==> src/verilog/erf_pkg.sv <==
// Package: register map, field layout and constants of the erase result block
package erf_pkg;

	localparam logic [7:0]  ERF_ADDR_CTRL   = 8'h00;
	localparam logic [7:0]  ERF_ADDR_KEY    = 8'h04;
	localparam logic [7:0]  ERF_ADDR_SEL    = 8'h08;
	localparam logic [7:0]  ERF_ADDR_BLOCK  = 8'h0c;
	localparam logic [7:0]  ERF_ADDR_RESULT = 8'h10;
	localparam logic [7:0]  ERF_ADDR_STATUS = 8'h14;
	localparam logic [7:0]  ERF_ADDR_IRQ_ST = 8'h18;
	localparam logic [7:0]  ERF_ADDR_IRQ_EN = 8'h1c;
	localparam logic [7:0]  ERF_ADDR_IRQ_CL = 8'h20;

	localparam int ERF_BIT_PROT  = 6;
	localparam int ERF_BIT_EXEC  = 5;
	localparam int ERF_BIT_KEY   = 4;
	localparam int ERF_BIT_BLOCK = 3;
	localparam int ERF_BIT_FAIL  = 0;

	localparam int ERF_CTRL_START = 0;
	localparam int ERF_CTRL_MAIN  = 1;
	localparam int ERF_CTRL_ERROR_PROTECT_FLAG  = 2;
	localparam int ERF_CTRL_CHG   = 3;

	localparam int ERF_IRQ_DONE = 0;
	localparam int ERF_IRQ_ERR  = 1;
	localparam int ERF_IRQ_W    = 2;

	localparam logic [7:0]  ERF_KEY_OK     = 8'h5a;
	localparam logic [7:0]  ERF_SEL_BOOT   = 8'haa;
	localparam logic [7:0]  ERF_BLOCK_LAST = 8'h09;
	localparam logic [7:0]  ERF_RESULT_RST = 8'h00;
	localparam logic [3:0]  ERF_ERASE_CYC  = 4'h8;
	localparam logic [31:0] ERF_ZERO32     = 32'h0000_0000;

	typedef struct packed {
		logic        psel;
		logic        penable;
		logic        pwrite;
		logic [7:0]  paddr;
		logic [31:0] pwdata;
	} erf_apb_req_t;

	typedef enum logic [2:0] {
		ERF_IDLE  = 3'b001,
		ERF_CHECK = 3'b010,
		ERF_ERASE = 3'b100
	} erf_state_t;

endpackage

==> src/verilog/erf_sticky.sv <==
// Sticky event bit with set priority over clear
module erf_sticky (
	// Clock and reset
	input  wire logic pclk,
	input  wire logic presetn,
	// Event and clear
	input  wire logic set_i,
	input  wire logic clr_i,
	// State
	output logic      q
);
	always_ff @(posedge pclk or negedge presetn) begin
		if (!presetn)
			q <= 1'b0;
		else if (set_i)
			q <= 1'b1;
		else if (clr_i)
			q <= 1'b0;
	end
endmodule

==> src/verilog/erf_top.sv <==
// Erase sequencer with result flag byte behind an APB slave
// Contract
// Protection state sets result bit six
// Bit six mirrors the error protect flag
// Bit five flags failed or disturbed erase
// Main erase with boot selected fails, nothing erased
// Software never erases boot array in user mode
// Key checked against 5a, bit four
// Software retries erase after execution error
// Bit three flags block number out of range
// Bit zero flags any error
// All result bits update together, then hold
module erf_top (
	// APB clock and reset
	input  wire logic         pclk,
	input  wire logic         presetn,
	// APB request
	input  wire logic         psel,
	input  wire logic         penable,
	input  wire logic         pwrite,
	input  wire logic [7:0]   paddr,
	input  wire logic [31:0]  pwdata,
	// APB answer
	output logic [31:0]       prdata,
	output logic              pready,
	output logic              pslverr,
	// Flash controller status
	input  wire logic         error_protect_flag,
	input  wire logic         erase_fault,
	// Erase control to array
	output logic              erase_busy,
	output logic              array_erase,
	// Interrupt
	output logic              irq
);
	import erf_pkg::*;

	erf_apb_req_t req;
	erf_state_t   state_r;
	logic [7:0]   flash_unlock_reg_r;
	logic [7:0]   array_select_reg_r;
	logic [7:0]   block_r;
	logic         main_r;
	logic         chg_r;
	logic         fault_r;
	logic [7:0]   erase_result_flags_r;
	logic [3:0]   cnt_r;
	logic [ERF_IRQ_W-1:0] irq_en_r;
	logic [ERF_IRQ_W-1:0] irq_st;
	logic [ERF_IRQ_W-1:0] irq_set;
	logic         wr_acc;
	logic         rd_acc;
	logic         clr_wr;
	logic         start;
	logic         key_bad;
	logic         sel_bad;
	logic         blk_bad;
	logic         done;
	logic         exec_err;
	logic [7:0]   result_nxt;
	logic         mapped;
	logic [31:0]  rd_nxt;

	assign req = '{psel: psel, penable: penable, pwrite: pwrite,
		paddr: paddr, pwdata: pwdata};
	assign wr_acc = req.psel && req.penable && req.pwrite;
	assign rd_acc = req.psel && req.penable && !req.pwrite;
	assign start  = wr_acc && req.paddr == ERF_ADDR_CTRL &&
		req.pwdata[ERF_CTRL_START] && state_r == ERF_IDLE;
	assign clr_wr = wr_acc && req.paddr == ERF_ADDR_IRQ_CL;

	// Writable configuration
	always_ff @(posedge pclk or negedge presetn) begin
		if (!presetn) begin
			flash_unlock_reg_r <= 8'h00;
			array_select_reg_r <= 8'h00;
			block_r            <= 8'h00;
			irq_en_r           <= '0;
		end else if (wr_acc) begin
			case (req.paddr)
			ERF_ADDR_KEY:    flash_unlock_reg_r <= req.pwdata[7:0];
			ERF_ADDR_SEL:    array_select_reg_r <= req.pwdata[7:0];
			ERF_ADDR_BLOCK:  block_r <= req.pwdata[7:0];
			ERF_ADDR_IRQ_EN: irq_en_r <= req.pwdata[ERF_IRQ_W-1:0];
			default: ;
			endcase
		end
	end

	// Request latch: main array target and register change during erase
	always_ff @(posedge pclk or negedge presetn) begin
		if (!presetn) begin
			main_r <= 1'b0;
			chg_r  <= 1'b0;
		end else if (start) begin
			main_r <= req.pwdata[ERF_CTRL_MAIN];
			chg_r  <= 1'b0;
		end else if (state_r != ERF_IDLE && wr_acc &&
			(req.paddr == ERF_ADDR_KEY || req.paddr == ERF_ADDR_SEL ||
			req.paddr == ERF_ADDR_BLOCK)) begin
			chg_r  <= 1'b1;
		end
	end

	assign key_bad = flash_unlock_reg_r != ERF_KEY_OK;
	assign sel_bad = main_r && array_select_reg_r == ERF_SEL_BOOT;
	assign blk_bad = block_r > ERF_BLOCK_LAST;

	// Sequencer
	always_ff @(posedge pclk or negedge presetn) begin
		if (!presetn) begin
			state_r <= ERF_IDLE;
			cnt_r   <= 4'h0;
		end else begin
			case (state_r)
			ERF_IDLE: begin
				cnt_r <= 4'h0;
				if (start)
					state_r <= ERF_CHECK;
			end
			ERF_CHECK: begin
				// Key, block and selection checked before erasure
				if (key_bad || sel_bad || blk_bad || error_protect_flag)
					state_r <= ERF_IDLE;
				else
					state_r <= ERF_ERASE;
			end
			ERF_ERASE: begin
				cnt_r <= cnt_r + 4'h1;
				if (cnt_r == ERF_ERASE_CYC - 4'h1)
					state_r <= ERF_IDLE;
			end
			default: state_r <= ERF_IDLE;
			endcase
		end
	end

	assign done = (state_r == ERF_CHECK &&
		(key_bad || sel_bad || blk_bad || error_protect_flag)) ||
		(state_r == ERF_ERASE && cnt_r == ERF_ERASE_CYC - 4'h1);
	// Fault seen in any erase cycle is kept until the next start clears it
	always_ff @(posedge pclk or negedge presetn) begin
		if (!presetn)
			fault_r <= 1'b0;
		else if (start)
			fault_r <= 1'b0;
		else if (state_r == ERF_ERASE && erase_fault)
			fault_r <= 1'b1;
	end

	assign exec_err = sel_bad || chg_r || fault_r ||
		(state_r == ERF_ERASE && erase_fault);

	always_comb begin
		result_nxt = ERF_RESULT_RST;
		result_nxt[ERF_BIT_PROT]  = error_protect_flag;
		result_nxt[ERF_BIT_EXEC]  = exec_err;
		result_nxt[ERF_BIT_KEY]   = key_bad;
		result_nxt[ERF_BIT_BLOCK] = blk_bad;
		result_nxt[ERF_BIT_FAIL]  = error_protect_flag || exec_err ||
			key_bad || blk_bad;
	end

	// Result byte written once per erase, then held
	always_ff @(posedge pclk or negedge presetn) begin
		if (!presetn)
			erase_result_flags_r <= ERF_RESULT_RST;
		else if (done)
			erase_result_flags_r <= result_nxt;
	end

	// Array drive: never erased on a refused request
	always_ff @(posedge pclk or negedge presetn) begin
		if (!presetn) begin
			erase_busy  <= 1'b0;
			array_erase <= 1'b0;
		end else begin
			erase_busy  <= state_r != ERF_IDLE;
			array_erase <= state_r == ERF_ERASE && !done;
		end
	end

	// Interrupt status
	assign irq_set = {done && result_nxt[ERF_BIT_FAIL], done};
	for (genvar i = 0; i < ERF_IRQ_W; i++) begin : g_irq
		erf_sticky u_st (
			.pclk    (pclk),
			.presetn (presetn),
			.set_i   (irq_set[i]),
			.clr_i   (clr_wr && req.pwdata[i]),
			.q       (irq_st[i])
		);
	end

	always_ff @(posedge pclk or negedge presetn) begin
		if (!presetn)
			irq <= 1'b0;
		else
			irq <= |(irq_st & irq_en_r);
	end

	// APB read path
	always_comb begin
		rd_nxt = ERF_ZERO32;
		mapped = 1'b1;
		case (req.paddr)
		ERF_ADDR_CTRL: begin
			rd_nxt[ERF_CTRL_START] = state_r != ERF_IDLE;
			rd_nxt[ERF_CTRL_MAIN]  = main_r;
			rd_nxt[ERF_CTRL_ERROR_PROTECT_FLAG]  = error_protect_flag;
			rd_nxt[ERF_CTRL_CHG]   = chg_r;
		end
		ERF_ADDR_KEY:    rd_nxt[7:0] = flash_unlock_reg_r;
		ERF_ADDR_SEL:    rd_nxt[7:0] = array_select_reg_r;
		ERF_ADDR_BLOCK:  rd_nxt[7:0] = block_r;
		ERF_ADDR_RESULT: rd_nxt[7:0] = erase_result_flags_r;
		ERF_ADDR_STATUS: rd_nxt[2:0] = state_r;
		ERF_ADDR_IRQ_ST: rd_nxt[ERF_IRQ_W-1:0] = irq_st;
		ERF_ADDR_IRQ_EN: rd_nxt[ERF_IRQ_W-1:0] = irq_en_r;
		ERF_ADDR_IRQ_CL: ;
		default: mapped = 1'b0;
		endcase
	end

	// Zero wait: answer registered in setup, ready during access
	always_ff @(posedge pclk or negedge presetn) begin
		if (!presetn) begin
			prdata  <= ERF_ZERO32;
			pready  <= 1'b0;
			pslverr <= 1'b0;
		end else begin
			pready  <= req.psel && !req.penable;
			pslverr <= req.psel && !req.penable && !mapped;
			if (req.psel && !req.penable && !req.pwrite)
				prdata <= rd_nxt;
		end
	end
endmodule
==> config.mk <==
export PLATFORM = sky130hd
export DESIGN_NAME = erf_top
export DESIGN_NICKNAME = d
export VERILOG_FILES = /design/src/verilog/erf_pkg.sv /design/src/verilog/erf_sticky.sv /design/src/verilog/erf_top.sv
export SDC_FILE = /design/constraint.sdc
export NUM_CORES = 1
export LEC_CHECK = 0
export ABC_CLOCK_PERIOD_IN_PS = 2900
export BUFFER_PORTS_ARGS = -buffer_cell sky130_fd_sc_hd__buf_2
export CAP_MARGIN = 20
export CORE_MARGIN = 4
export CORE_UTILIZATION = 35
export DETAILED_ROUTE_END_ITERATION = 8
export GPL_TIMING_DRIVEN = 0
export PLACE_DENSITY_LB_ADDON = 0.08
export SLEW_MARGIN = 20
export SYNTH_ARGS = -nofsm -noshare
export SYNTH_HDL_FRONTEND = slang
export SYNTH_SLANG_ARGS = --single-unit
==> constraint.sdc <==
create_clock -name pclk -period 2.9 [get_ports pclk]
set_clock_uncertainty 0.05 [all_clocks]
set_input_delay 0.87 -clock pclk [delete_from_list [all_inputs] [get_ports pclk]]
set_output_delay 0.87 -clock pclk [all_outputs]
set_load 0.1 [all_outputs]
==> results.md <==
- The initial antenna violation count is 0.
- The worst-skew pair later-pin latency is 0.31 ns.
- The H-tree was split into 2 levels.
- The type of the most critical hold path is reg2reg.
- The post-synthesis to final-layout area growth is 16.23%.
- The sequential element share of the synthesized area is 47.02%.
- Measured on the finished design, the core utilization comes to 41.98%.
- The initial utilization of the core area, before any placement, comes to 36.12%.
- In this run the standard cell core region covers 8258 µm².
- During placement, the flow inserted port buffers numbering 34.
- Clock-pin slew was measured on the worst setup and hold paths at 0.10 ns.
- In this run the worst path has a maximum fanout of 8.
- Global routing consumed, on the met1 layer, 21.46% of the routing resources.
- In this run, synthesis produced a sequential element count of 56.
- Of the available clock period, the critical path in the final layout requires 79.45%.
- The count of maximum capacitance violations is 0.
- The overall die height is 100.3 µm.
- The top cell types in the final layout, fill and taps aside, are dfrtp_1, buf_2, mux2_2.
- The total number of vias is 2216.
- The most frequent cell on the critical path is buf_2.
- On the worst path, the slowest cell contributes a delay of 0.40 ns.
- The maximum number of pins on one net before global-route repair is 57.
- The global-route wire length before repair is 11630 µm.
- The number of buffers added by the clock tree synthesis step is 5.
- The final antenna diode count is 0.
- By area the synthesized netlist is led by dfrtp_1, mux2_2, buf_4, mux4_2, nand2_1.
- The netlist uses 51 different library cells.
- In the synthesized netlist, the number of instances is 265.
- During synthesis, Yosys emitted a total of 0 warnings.
- The final count of pins violating max slew is 0.
- For this run, design rule violations remaining after detail routing come to 0.
- The number of hold violations in the final report is 0.
- The number of gates resized after CTS is 0.
- By startpoint and endpoint, the worst setup path is classified as in2reg.
- The area enclosed by the die boundary is 10060 µm².
- The CTS root buffer is clkbuf_8.
- The standard-cell row count is 33.
- After clock tree synthesis, the setup repair step added 0 buffers.
- The critical-path cell with the highest stage delay is nor3_1.
- The most used flip-flop cell after synthesis is dfrtp_1.
- The worst setup path is launched from an input pin.
- For this run, global-route usage on met2 was measured as 22.68%.
- The total overflow reported by the global router is 0.
- STA classifies the critical path endpoint as a flop.
- On the final layout, the worst hold slack is 0.4359 ns.
- For this run, the detailed router's first-pass iteration total came to 4.
- In the final timing run, aggregate negative setup slack is 0 ns.
- For this run, the post-layout net count is 377.
- Data on the critical path arrives at its endpoint at 2.45 ns.
- The via count of the first global-routing pass is 2111.
- The mapped netlist covers 2983 µm².
- The HPWL reported at the end of detailed placement is 5527 µm.
- The transition at the pin with the smallest max-transition slack is 0.7165 ns.
- The clock passes through at most 2 buffers.
- The placed instances occupy a cell area of 3373 µm².
- The buffering stage count on the worst path with inverters included is 2.
- The total setup violations reported at the end of the flow is 0.
- At the end of routability-driven placement, the weighted congestion stood at 0.7827.
- The biggest area consumer among synthesized cells is dfrtp_1.
- The die boundary width is 100.3 µm.
- The total wire length is 7218 µm.
- Broken down by cell family, the worst path's largest delay share belongs to simple AND/OR/NAND/NOR gates.
- The number of sinks driven by the clock tree is 56.
- The run finished with clean final reports.
- For this run, the total global-route usage over all layers was measured as 14.93%.
- Across the VDD grid, the largest voltage drop is 0.0001669 V.
- The final routed wire length divided by cell count is 16.59 µm.
- The count of hold buffers inserted by post-cts repair is 0.
- The analysis attributes to cell leakage a power of 1.761 nW.
- The signal on the critical path passes through buf_2, nor3_1, and3_1, and3b_1, buf_2, mux2_2.
- The TritonCTS clock tree is done.
- The total design power is 1.527 mW.
- The average via count per standard cell is 5.094.
- The share of async-settable or async-resettable flops after synthesis is 100.0%.
- The share of synthesized area in the top cell type comes to 46.14%.
- The detailed router's first-iteration violation count is 111.
- The detail route stage leaves a number of antenna-violating nets equal to 0.
- The per-instance average area after synthesis is 11.26 µm².
- The ratio of cells with drive above 1 in the final layout is 35.15%.
- The post-route cell area is 3467 µm².
- The areal power density over the cells is 440.3 nW/µm².
- For flop-to-flop paths, the worst setup slack is 0.86 ns.
- In this run the tightest slew margin relative to its limit is 52.23%.
- The shortest period the worst path allows is 2.304 ns.
- At the worst endpoint, the required time is 3.05 ns.
- The commonest non-fill, non-tap cell in the layout is dfrtp_1.
- The met3 usage in global routing is 2.919%.
- 84 I/O pins were placed.
- The count of flip-flops with a built-in enable after synthesis is 0.
- The highest achievable clock rate is 434.0 MHz.
- The busiest layer in global routing is met2.
- Setup repair after global routing left no endpoint under its margin.
==> metal layers <==
metal	vias up	routed length, µm
li1	1072	-
met1	1062	3453
met2	72	3235
met3	10	386
met4	0	142
met5	-	0
==> Yosys cell counts, types with 5 or more instances <==
cell	n
nand2_1	12
o21ai_0	8
buf_2	5
dfrtp_1	55
nor2_1	10
nor2b_1	5
buf_4	24
a22o_1	5
mux2_2	32
inv_1	11
a21oi_1	8
==> sequential cells by signal, summed over array words and instances (netlist names), 2 cells and up <==
signal and cells:
cnt_r 4, flash_unlock_reg_r 8, prdata 8, array_select_reg_r 8
block_r 8, erase_result_flags_r 5, g_irq.u_st.q 2, state_r 3
irq_en_r 2
==> per-stage QoR <==
stage / std cells / worst slack, ns
floorplan: 288 / 0.6543
global placement: 427 / 0.2751
detailed placement: 427 / 0.3071
CTS: 435 / 0.6318
global route: 435 / 0.5075
finish: 435 / 0.5958
==> logic make-up after synthesis <==
logic type	after synthesis	synth area share [%]
adder cells (fa/ha/maj)	1	0.4194
AND/OR/NAND/NOR	69	14.22
flip-flops	56	47.02
other	1	0.1257
AO/OA/AOI/OAI	55	13.34
buffers and inverters	44	8.766
XOR/XNOR	1	0.2937
multiplexers	38	15.81
==> path summary, 6_finish.rpt <==
check,from,cells after the start,to
min in group asynchronous,presetn,1,irq
hold / removal,prdata[2],1,prdata[2]
setup reg to reg,block_r[4],4,g_irq[1].u_st.q
setup / recovery,paddr[7],6,block_r[1]
hold reg to reg,prdata[2],1,prdata[2]
max in group asynchronous,presetn,1,flash_unlock_reg_r[0]
==> final cells by class <==
class	count	area, µm²
inverter	11	41.29
clock inverter	1	7.507
buffer	33	220.2
clock buffer	7	86.33
sequential	56	1403
fill	840	4791
multi-input combinational	188	1405
timing repair buffer	34	172.7
tap	105	131.4
==> where the power goes <==
group,internal (mW),switching (mW)
clock,0.195,0.257
sequential,0.790,0.00682
combinational,0.0586,0.220
Note: power is estimated with default switching activity, not from simulation.
